## src/design/csrb_pkg.sv

```systemverilog
package csrb_pkg;

   // File register addresses.
   localparam logic [4:0] CSRB_ADDR_INDIRECT = 5'h00;
   localparam logic [4:0] CSRB_ADDR_COUNTER  = 5'h01;
   localparam logic [4:0] CSRB_ADDR_PC_LOW   = 5'h02;
   localparam logic [4:0] CSRB_ADDR_STATUS   = 5'h03;
   localparam logic [4:0] CSRB_ADDR_FSEL     = 5'h04;
   localparam logic [4:0] CSRB_ADDR_PORT_A   = 5'h05;
   localparam logic [4:0] CSRB_ADDR_PORT_B   = 5'h06;
   localparam logic [4:0] CSRB_ADDR_PORT_C   = 5'h07;

   // Mode selector codes.
   localparam logic [7:0] CSRB_MODE_CMP      = 8'h08;
   localparam logic [7:0] CSRB_MODE_WAKE     = 8'h09;
   localparam logic [7:0] CSRB_MODE_RESET    = 8'h0F;

   // Status bit positions.
   localparam int CSRB_ST_PAGE_LSB = 5;
   localparam int CSRB_ST_WDEXP    = 4;
   localparam int CSRB_ST_SLEEP    = 3;
   localparam int CSRB_ST_ZERO     = 2;
   localparam int CSRB_ST_NIBBLE   = 1;
   localparam int CSRB_ST_CARRY    = 0;

   // Option bit positions.
   localparam int CSRB_OPT_WINDOW  = 7;
   localparam int CSRB_OPT_IRQDIS  = 6;
   localparam int CSRB_OPT_SOURCE  = 5;
   localparam int CSRB_OPT_EDGE    = 4;
   localparam int CSRB_OPT_ASSIGN  = 3;
   localparam int CSRB_OPT_RATIO   = 0;

   // Comparator bit positions.
   localparam int CSRB_CMP_DISABLE = 7;
   localparam int CSRB_CMP_NODRIVE = 6;
   localparam int CSRB_CMP_RESULT  = 0;

   // Reset values, and the last count of the instruction divider.
   localparam logic [7:0] CSRB_CTRL_RESET   = 8'hFF;
   localparam logic [7:0] CSRB_OPTION_RESET = 8'hFF;
   localparam logic [7:0] CSRB_STATUS_RESET = 8'h18;
   localparam logic [7:0] CSRB_PC_RESET     = 8'hFF;
   localparam logic [1:0] CSRB_DIV_LAST     = 2'h3;

   typedef enum logic [2:0] {
      CSRB_OP_NONE  = 3'b000,
      CSRB_OP_ADD   = 3'b001,
      CSRB_OP_SUB   = 3'b010,
      CSRB_OP_RR    = 3'b011,
      CSRB_OP_RL    = 3'b100,
      CSRB_OP_LOGIC = 3'b101
   } csrb_alu_op_t;

   typedef logic [2:0][7:0][7:0] csrb_ctrl_t;

   // Static fuse straps, all active as printed.
   typedef struct packed {
      logic fast_clock_n;
      logic input_sync_n;
      logic option_extension_fuse;
      logic carry_input_fuse_n;
   } csrb_fuse_t;

   // Flag request from the execution unit.
   typedef struct packed {
      logic         valid;
      csrb_alu_op_t op;
      logic [7:0]   a;
      logic [7:0]   b;
   } csrb_alu_req_t;

endpackage

```

## src/design/csrb_core_special_register_bank.sv

```systemverilog
`timescale 1ns/1ps
module csrb_core_special_register_bank (
   core_clk,
   reset_n,
   fuses,
   fr_addr,
   fr_wr_en,
   fr_wdata,
   fr_rdata,
   w_value,
   w_wr_en,
   w_wdata,
   mode_wr_en,
   mode_wdata,
   mode_rdata,
   port_wr_en,
   port_sel,
   exch_valid,
   exch_data,
   option_wr_en,
   option_wdata,
   option_rdata,
   alu_req,
   alu_result,
   watchdog_clear_op,
   sleep_op,
   wd_timeout,
   wd_tick,
   wd_div_tick,
   pc_load,
   pc_load_value,
   pc_low,
   page_select,
   port_a_pins,
   port_b_pins,
   port_c_pins,
   counter_pin,
   comparator_above,
   port_a_out,
   port_b_out,
   port_c_out,
   port_ctrl,
   comparator_enable,
   comparator_drive_pin0,
   wake_pending_flags,
   rollover_irq,
   instr_tick
);
   import csrb_pkg::*;

   input  wire logic                 core_clk;
   input  wire logic                 reset_n;
   input  wire csrb_pkg::csrb_fuse_t fuses;
   input  wire logic [4:0]           fr_addr;
   input  wire logic                 fr_wr_en;
   input  wire logic [7:0]           fr_wdata;
   output logic      [7:0]           fr_rdata;
   input  wire logic [7:0]           w_value;
   output logic                      w_wr_en;
   output logic      [7:0]           w_wdata;
   input  wire logic                 mode_wr_en;
   input  wire logic [7:0]           mode_wdata;
   output logic      [7:0]           mode_rdata;
   input  wire logic                 port_wr_en;
   input  wire logic [1:0]           port_sel;
   output logic                      exch_valid;
   output logic      [7:0]           exch_data;
   input  wire logic                 option_wr_en;
   input  wire logic [7:0]           option_wdata;
   output logic      [7:0]           option_rdata;
   input  wire csrb_pkg::csrb_alu_req_t alu_req;
   output logic      [7:0]           alu_result;
   input  wire logic                 watchdog_clear_op;
   input  wire logic                 sleep_op;
   input  wire logic                 wd_timeout;
   input  wire logic                 wd_tick;
   output logic                      wd_div_tick;
   input  wire logic                 pc_load;
   input  wire logic [7:0]           pc_load_value;
   output logic      [7:0]           pc_low;
   output logic      [2:0]           page_select;
   input  wire logic [7:0]           port_a_pins;
   input  wire logic [7:0]           port_b_pins;
   input  wire logic [7:0]           port_c_pins;
   input  wire logic                 counter_pin;
   input  wire logic                 comparator_above;
   output logic      [7:0]           port_a_out;
   output logic      [7:0]           port_b_out;
   output logic      [7:0]           port_c_out;
   output csrb_pkg::csrb_ctrl_t      port_ctrl;
   output logic                      comparator_enable;
   output logic                      comparator_drive_pin0;
   output logic      [7:0]           wake_pending_flags;
   output logic                      rollover_irq;
   output logic                      instr_tick;

   // Whole state of the bank in one record.
   typedef struct packed {
      logic [7:0]  counter;
      logic [7:0]  presc;
      logic [7:0]  pc_low;
      logic [7:0]  status;
      logic [7:0]  fsel;
      logic [7:0]  pa;
      logic [7:0]  pb;
      logic [7:0]  pc;
      logic [7:0]  mode;
      logic [7:0]  option;
      logic [7:0]  wake;
      logic [7:0]  cmp;
      csrb_ctrl_t  ctrl;
      logic [8:0]  sync1;
      logic [8:0]  sync2;
      logic [8:0]  prev;
      logic [1:0]  div;
      logic [7:0]  rdata;
      logic        w_wr;
      logic [7:0]  w_data;
      logic        exch;
      logic [7:0]  exch_data;
      logic [7:0]  alu_res;
      logic        wd_out;
      logic        roll;
   } csrb_state_t;

   csrb_state_t s_q;
   csrb_state_t s_d;

   // Low-bit mask for a power-of-two divide; used for both prescaler taps.
   function automatic logic [7:0] csrb_mask(input logic [3:0] n);
      csrb_mask = 8'(9'(1) << n) - 8'h01;
   endfunction

   // Flag results of an execution-unit request: {result, zero, nibble, carry}.
   function automatic logic [10:0] csrb_alu(input csrb_alu_req_t r, input logic c_in,
                                             input logic c_old);
      logic [4:0] lo;
      logic [8:0] full;
      logic [7:0] res;
      logic       nib;
      logic       cy;
      lo   = 5'h00;
      full = 9'h000;
      res  = r.a;
      nib  = 1'b0;
      cy   = c_old;
      unique case (r.op)
         CSRB_OP_ADD: begin
            lo   = {1'b0, r.a[3:0]} + {1'b0, r.b[3:0]} + {4'h0, c_in};
            full = {1'b0, r.a} + {1'b0, r.b} + {8'h00, c_in};
            res  = full[7:0];
            nib  = lo[4];
            cy   = full[8];
         end
         CSRB_OP_SUB: begin
            // Carry out of a + ~b + 1 is exactly "no borrow".
            lo   = {1'b0, r.a[3:0]} + {1'b0, ~r.b[3:0]} + {4'h0, c_in};
            full = {1'b0, r.a} + {1'b0, ~r.b} + {8'h00, c_in};
            res  = full[7:0];
            nib  = lo[4];
            cy   = full[8];
         end
         CSRB_OP_RR: begin
            res = {c_old, r.a[7:1]};
            cy  = r.a[0];
         end
         CSRB_OP_RL: begin
            res = {r.a[6:0], c_old};
            cy  = r.a[7];
         end
         CSRB_OP_LOGIC: res = r.b;
         CSRB_OP_NONE:  res = r.a;
         default:       res = r.a;
      endcase
      csrb_alu = {res, (res == 8'h00), nib, cy};
   endfunction

   logic [8:0]  pins_in;
   logic [8:0]  pins_now;
   logic [4:0]  eff_addr;
   logic [7:0]  cmp_view;
   logic [10:0] alu_out;
   logic        src_event;
   logic        cnt_step;

   assign pins_in = {counter_pin, port_b_pins};
   // Bypassing the flops saves two cycles of latency but trusts the pins to be clean.
   assign pins_now = fuses.input_sync_n ? pins_in : s_q.sync2;
   // Indirect access falls through the file select pointer.
   assign eff_addr = (fr_addr == CSRB_ADDR_INDIRECT) ? s_q.fsel[4:0] : fr_addr;
   assign cmp_view = {s_q.cmp[7:1], ~s_q.cmp[CSRB_CMP_DISABLE] & comparator_above};

   always_comb begin
      s_d         = s_q;
      s_d.w_wr    = 1'b0;
      s_d.exch    = 1'b0;
      s_d.wd_out  = 1'b0;
      s_d.roll    = 1'b0;
      src_event   = 1'b0;
      cnt_step    = 1'b0;
      // With the carry input fused off a subtract still needs its +1 to stay a true a - b.
      alu_out     = csrb_alu(alu_req, fuses.carry_input_fuse_n ? (alu_req.op == CSRB_OP_SUB)
                                                               : s_q.status[CSRB_ST_CARRY],
                             s_q.status[CSRB_ST_CARRY]);

      // Two-flop synchroniser; the first stage feeds only the second.
      s_d.sync1 = pins_in;
      s_d.sync2 = s_q.sync1;
      s_d.prev  = pins_now;

      // Instruction tick: every clock in fast mode, else every fourth clock.
      s_d.div = s_q.div + 2'h1;

      // Mode selector keeps its value until rewritten.
      if (mode_wr_en) begin
         s_d.mode = mode_wdata;
      end

      // Option writes; the extension fuse pins the top two bits high.
      if (option_wr_en) begin
         s_d.option = option_wdata;
      end
      if (fuses.option_extension_fuse) begin
         s_d.option[CSRB_OPT_WINDOW] = 1'b1;
         s_d.option[CSRB_OPT_IRQDIS] = 1'b1;
      end

      // Port control writes steered by the mode selector.
      if (port_wr_en && s_q.mode >= CSRB_MODE_CMP && s_q.mode <= CSRB_MODE_RESET) begin
         if (port_sel == 2'd1 && s_q.mode == CSRB_MODE_WAKE) begin
            s_d.wake      = w_value;
            s_d.exch      = 1'b1;
            s_d.exch_data = s_q.wake;
         end else if (port_sel == 2'd1 && s_q.mode == CSRB_MODE_CMP) begin
            s_d.cmp       = w_value;
            s_d.exch      = 1'b1;
            s_d.exch_data = cmp_view;
         end else if (port_sel != 2'd3 && s_q.mode[2:0] >= 3'd2) begin
            s_d.ctrl[port_sel][s_q.mode[2:0]] = w_value;
         end
      end

      // Wake edges set pending bits after any swap, so an edge is never lost.
      for (int i = 0; i < 8; i++) begin
         if (s_q.ctrl[1][2][i] ? (s_q.prev[i] & ~pins_now[i])
                               : (~s_q.prev[i] & pins_now[i])) begin
            s_d.wake[i] = 1'b1;
         end
      end

      // Counter source: instruction cycle or selected pin edge.
      if (s_q.option[CSRB_OPT_SOURCE]) begin
         src_event = s_q.option[CSRB_OPT_EDGE] ? (s_q.prev[8] & ~pins_now[8])
                                               : (~s_q.prev[8] & pins_now[8]);
      end else begin
         src_event = instr_tick;
      end

      // Prescaler belongs either to the counter or to the watchdog.
      if (!s_q.option[CSRB_OPT_ASSIGN]) begin
         if (src_event) begin
            s_d.presc = s_q.presc + 8'h01;
            cnt_step  = (s_q.presc & csrb_mask({1'b0, s_q.option[2:0]} + 4'h1)) ==
                        csrb_mask({1'b0, s_q.option[2:0]} + 4'h1);
         end
      end else begin
         cnt_step = src_event;
         if (wd_tick) begin
            s_d.presc  = s_q.presc + 8'h01;
            s_d.wd_out = (s_q.presc & csrb_mask({1'b0, s_q.option[2:0]})) ==
                         csrb_mask({1'b0, s_q.option[2:0]});
         end
      end
      if (cnt_step) begin
         s_d.counter = s_q.counter + 8'h01;
         s_d.roll    = (s_q.counter == 8'hFF) & ~s_q.option[CSRB_OPT_IRQDIS];
      end

      if (pc_load) begin
         s_d.pc_low = pc_load_value;
      end

      // File register writes.
      s_d.w_data = fr_wdata;
      if (fr_wr_en) begin
         unique case (eff_addr)
            CSRB_ADDR_COUNTER: begin
               if (s_q.option[CSRB_OPT_WINDOW]) begin
                  s_d.counter = fr_wdata;
                  s_d.presc   = 8'h00;
               end else begin
                  s_d.w_wr = 1'b1;
               end
            end
            CSRB_ADDR_PC_LOW: s_d.pc_low = fr_wdata;
            CSRB_ADDR_STATUS: begin
               s_d.status[7:5] = fr_wdata[7:5];
               s_d.status[2:0] = fr_wdata[2:0];
            end
            CSRB_ADDR_FSEL:   s_d.fsel = fr_wdata;
            CSRB_ADDR_PORT_A: s_d.pa = fr_wdata;
            CSRB_ADDR_PORT_B: s_d.pb = fr_wdata;
            CSRB_ADDR_PORT_C: s_d.pc = fr_wdata;
            default: ;
         endcase
      end

      // Flag update lands after the write, so it may overwrite written flags.
      if (alu_req.valid && alu_req.op != CSRB_OP_NONE) begin
         s_d.alu_res = alu_out[10:3];
         if (alu_req.op != CSRB_OP_RR && alu_req.op != CSRB_OP_RL) begin
            s_d.status[CSRB_ST_ZERO] = alu_out[2];
         end
         if (alu_req.op == CSRB_OP_ADD || alu_req.op == CSRB_OP_SUB) begin
            s_d.status[CSRB_ST_NIBBLE] = alu_out[1];
         end
         if (alu_req.op != CSRB_OP_LOGIC) begin
            s_d.status[CSRB_ST_CARRY] = alu_out[0];
         end
      end

      // Watchdog and sleep events; a time-out beats a same-cycle clear.
      if (watchdog_clear_op) begin
         s_d.status[CSRB_ST_WDEXP] = 1'b1;
         s_d.status[CSRB_ST_SLEEP] = 1'b1;
      end
      if (sleep_op) begin
         s_d.status[CSRB_ST_WDEXP] = 1'b1;
         s_d.status[CSRB_ST_SLEEP] = 1'b0;
      end
      if (wd_timeout) begin
         s_d.status[CSRB_ST_WDEXP] = 1'b0;
      end

      // Registered read; port data reads the pins, not the latches.
      unique case (eff_addr)
         CSRB_ADDR_INDIRECT: s_d.rdata = 8'h00;
         CSRB_ADDR_COUNTER:  s_d.rdata = s_q.option[CSRB_OPT_WINDOW] ? s_q.counter : w_value;
         CSRB_ADDR_PC_LOW:   s_d.rdata = s_q.pc_low;
         CSRB_ADDR_STATUS:   s_d.rdata = s_q.status;
         CSRB_ADDR_FSEL:     s_d.rdata = s_q.fsel;
         CSRB_ADDR_PORT_A:   s_d.rdata = port_a_pins;
         CSRB_ADDR_PORT_B:   s_d.rdata = port_b_pins;
         CSRB_ADDR_PORT_C:   s_d.rdata = port_c_pins;
         default:            s_d.rdata = 8'h00;
      endcase
   end

   // Power-up state of the whole bank.
   always_ff @(posedge core_clk or negedge reset_n) begin
      if (!reset_n) begin
         s_q         <= '0;
         s_q.ctrl    <= {24{CSRB_CTRL_RESET}};
         s_q.wake    <= CSRB_CTRL_RESET;
         s_q.cmp     <= CSRB_CTRL_RESET;
         s_q.mode    <= CSRB_MODE_RESET;
         s_q.option  <= CSRB_OPTION_RESET;
         s_q.status  <= CSRB_STATUS_RESET;
         s_q.pc_low  <= CSRB_PC_RESET;
      end else begin
         s_q <= s_d;
      end
   end

   assign instr_tick            = ~fuses.fast_clock_n | (s_q.div == CSRB_DIV_LAST);
   assign fr_rdata              = s_q.rdata;
   assign w_wr_en               = s_q.w_wr;
   assign w_wdata               = s_q.w_data;
   assign mode_rdata            = s_q.mode;
   assign exch_valid            = s_q.exch;
   assign exch_data             = s_q.exch_data;
   assign option_rdata          = s_q.option;
   assign alu_result            = s_q.alu_res;
   assign wd_div_tick           = s_q.wd_out;
   assign pc_low                = s_q.pc_low;
   assign page_select           = s_q.status[7:CSRB_ST_PAGE_LSB];
   assign port_a_out            = s_q.pa;
   assign port_b_out            = s_q.pb;
   assign port_c_out            = s_q.pc;
   assign port_ctrl             = s_q.ctrl;
   assign comparator_enable     = ~s_q.cmp[CSRB_CMP_DISABLE];
   assign comparator_drive_pin0 = ~s_q.cmp[CSRB_CMP_DISABLE] & ~s_q.cmp[CSRB_CMP_NODRIVE];
   assign wake_pending_flags    = s_q.wake;
   assign rollover_irq          = s_q.roll;

endmodule // csrb_core_special_register_bank

```

## config.mk

```make
export PLATFORM = sky130hd
export DESIGN_NAME = csrb_core_special_register_bank
export DESIGN_NICKNAME = d
export VERILOG_FILES = /design/src/design/csrb_pkg.sv /design/src/design/csrb_core_special_register_bank.sv
export SDC_FILE = /design/constraint.sdc
export NUM_CORES = 1
export LEC_CHECK = 0
export BUFFER_PORTS_ARGS = -buffer_cell sky130_fd_sc_hd__buf_2
export CORE_MARGIN = 5
export CORE_UTILIZATION = 50
export DETAILED_ROUTE_END_ITERATION = 16
export PLACE_DENSITY = 0.76
export RECOVER_POWER = 50
export SLEW_MARGIN = 20
export SYNTH_ARGS = -nofsm -noshare
export SYNTH_HDL_FRONTEND = slang
export SYNTH_SLANG_ARGS = --single-unit
```

## constraint.sdc

```tcl
create_clock -name core_clk -period 4.2 [get_ports core_clk]
set_input_delay 0.21 -clock core_clk [delete_from_list [all_inputs] [get_ports core_clk]]
set_output_delay 0.21 -clock core_clk [all_outputs]
set_load 0.01 [all_outputs]
```

==> run metrics <==
insertion delay to the later sink of the worst-skew pair=0.55 ns; Worst EP arrival=4.18 ns; # DRC=0; Slew Viols, Final=113; worst hold path type=input pin to flop; first-pass GRT wire length=71.9 mm; io pins=approximately 400; initial antenna violation count=2; setup TNS=0 ns; syn nets=around 1700; post-route insts no fill=between 2000 and 2500; peak supply drop=0.465 mV; Setup-failing EPs final=0; initial DRC count=632; Synth Warn #=0; Final Wtd Congestion=0.917; adder-cell share of the synthesized area=around 1.9%; Static Leak=8.40 nW; PostCTS Resize Cnt=0; largest net degree at the start of global routing=115; PortBufs=around 400; syn avg cell area=11.6 um2; failing checks=max-capacitance violations, max-slew violations; DP HPWL=32.8 mm; Worst Setup SP=option_rdata[1]$_DFFE_PN1P_; placed instance area=17800 um2; sequential element share of the synthesized area=51.5%; post-route ant nets=0; Die Y=198 um; Synth Area in Compound Gates=roughly 7.0%; total design power=between 8 and 9 mW; GR Overflow Total=0; Power Density=455 nW/um2; flip-flop and latch count after synthesis=between 300 and 400; post-synthesis xor/xnor area fraction=0.596%; Worst-path clk slew=~0.060 ns; DRT Pass-1 Iters=6; wire length per cell=22.2 um; dpl ws=approximately 0.5 ns; run status=complete, but fails checks; Final Cell Area=19500 um2; Worst Hold Launch=fr_wr_en; Synth-to-Final Area Change=10.5%; Simple-Gate Fraction of Synth Area=between 8 and 9%; H-tree depth=2; vias per std cell=about 5.4; Syn Inst Count=1524; Req. time, crit path=about 4.7 ns; Slew @ Worst Pin=about 3.0 ns; Die ar.=between 30000 and 40000 um2; final hold violation count=0; Setup crit end kind=flop; combinational share of power=between 10% and 20%; vias in the first global route=between 10000 and 15000; CTS sink count=352; final worst setup slack=0.490 ns; TritonCTS clock tree=yes; Worst slew margin=-101%; WS Path Type=flop to flop; switch share=26.7%; layout cells sized above 1=37.9%; Internal=around 6.5 mW; Tcrit/Tclk final=88.3%; mux cell area share after synthesis=~15%; ys async rst share=100%; Clock Power Share=42.3%; cts bufs inserted=39; area of the core=34700 um2; site row count=68; startpoint types=flop; Post-Syn Area=~18000 um2; top_reg_cell synth=dfstp_2; maxcap violations=1; Net Sw Power=around 2.4 mW; main combinational cell family by area after synthesis=buffers and inverters; Final Skew=0.0113 ns; dpl cells=2000; RR Startpoint=option_rdata[1]$_DFFE_PN1P_; GRT Overall Usage=23.6%; Die Wd=198 um; RSZ-0062 raised after global routing=false; FMAX=about 270 MHz; NumNets Final=1784; Post-synth EDFFs=0; CP max FO=17; Hold WS=approximately 0.047 ns; CTS max path bufs=3; Final Core Density=a little under three fifths; via count=11647; minimum clock period=3.71 ns; post-synth cell types=74; starting density of the core=50.8%; sequential power share=44.7%; DRT Wirelength=47.6 mm; clock root buffer=clkbuf_16
==> routing by layer <==
metal	global-route usage, %	up-vias	part of all wire [%]
met2	38.7	512	48
met3	6.13	100	8.0
met5	0	-	0.017
met4	9.31	2	3.5
met1	30.1	5820	40
li1	-	5213	-
==> cells by family after synthesis <==
| kind of cell | count (synthesis) |
|---|---|
| buf+inv | 429 |
| flops | 352 |
| simple gates | 291 |
| mux | 239 |
| compound gates | 176 |
| fa+ha+maj | 25 |
| xor+xnor | 12 |
==> final timing paths <==
kind	end	slack [ns]	depth (start not counted)
max	s_q[351]$_DFF_PN0_	0.49	12
min	w_wr_en$_DFF_PN0_	0.05	2
max reg2reg	s_q[351]$_DFF_PN0_	0.49	12
min reg2reg	s_q[54]$_DFF_PN0_	0.35	0
max in group asynchronous	mode_rdata[5]$_DFFE_PN0P_	1.11	3
min in group asynchronous	s_d[55]$_DFF_PN0_	1.24	2
==> layout make-up <==
type / instances / area, um2
diodes: 1 / 2.50
multi-input cells: 743 / 5850
repair buffers: 472 / 2400
flip-flops and latches: 352 / 9090
fillers: 2974 / 15200
clock inverters: 16 / 249
well taps: 455 / 569
clock buffers: 56 / 1170
inverters: 43 / 161
==> power by group through the flow <==
stage          registers (mW)  clock network (mW)  logic [mW]
6_report                 3.97                3.75        1.15
2_1_floorplan            3.89                   0       0.909
5_1_grt                  4.00                3.98        1.28
4_1_cts                  3.96                3.84        1.19
3_3_place_gp             4.00                   0        1.11
3_5_place_dp             4.01                   0        1.13
==> Yosys cell counts, drive strengths merged, types with 6 or more instances <==
cell / n / share of area (%)
buf: 300 / 13
dfstp: 229 / 34
mux2: 207 / 13
dfrtp: 123 / 17
clkbuf: 86 / 1.9
nand2: 83 / 1.8
nor2: 71 / 1.6
a21oi: 45 / 1.3
inv: 43 / 0.91
mux2i: 32 / 1.8
nand3: 28 / 0.79
o21ai: 24 / 0.70
ha: 21 / 1.5
nand4: 14 / 0.50
nand2b: 13 / 0.46
nor2b: 13 / 0.46
or3: 13 / 0.50
a31oi: 12 / 0.46
nor3: 10 / 0.37
a221oi: 9 / 0.45
a222oi: 9 / 0.51
nor4: 9 / 0.40
xor2: 9 / 0.45
a22o: 8 / 0.40
o31ai: 8 / 0.34
nand3b: 7 / 0.30
nor3b: 7 / 0.35
o211ai: 7 / 0.30
o21bai: 7 / 0.30
o22ai: 7 / 0.25
a221o: 6 / 0.34
==> placed cells by master, fill, tap and decap left out, types with 8 or more instances in the layout <==
cell type,count
a21oi_1,45
a221oi_1,9
a222oi_1,9
a22o_1,8
a31oi_1,10
buf_2,130
clkbuf_1,272
clkbuf_16,41
clkbuf_8,9
dfrtp_1,123
dfstp_1,35
dfstp_2,194
dlygate4sd3_1,65
ha_1,21
inv_1,42
mux2_2,207
mux2i_1,32
nand2_1,80
nand2b_1,13
nand3_1,28
nand4_1,14
nor2_1,66
nor2b_1,13
o21ai_0,23
o31ai_1,8
or3_1,11
xor2_1,9
==> repair_timing <==
item                      in CTS  in global routing
hold endpoints to repair     105                  0
hold buffers                  65                  0
setup buffers                  0                  0
==> critical path: stages, from the launching register on <==
cell and delay [ns]:
dfstp_2 0.69, nand2_1 0.13, inv_1 0.16, ha_1 0.37
nand3_1 0.13, ha_1 0.30, nand2b_1 0.13, a22oi_1 0.07
a211o_1 0.24, a211oi_1 0.30, a31oi_2 0.34, or4_1 0.60
a31oi_1 0.18
(Power assumes the default switching activity.)
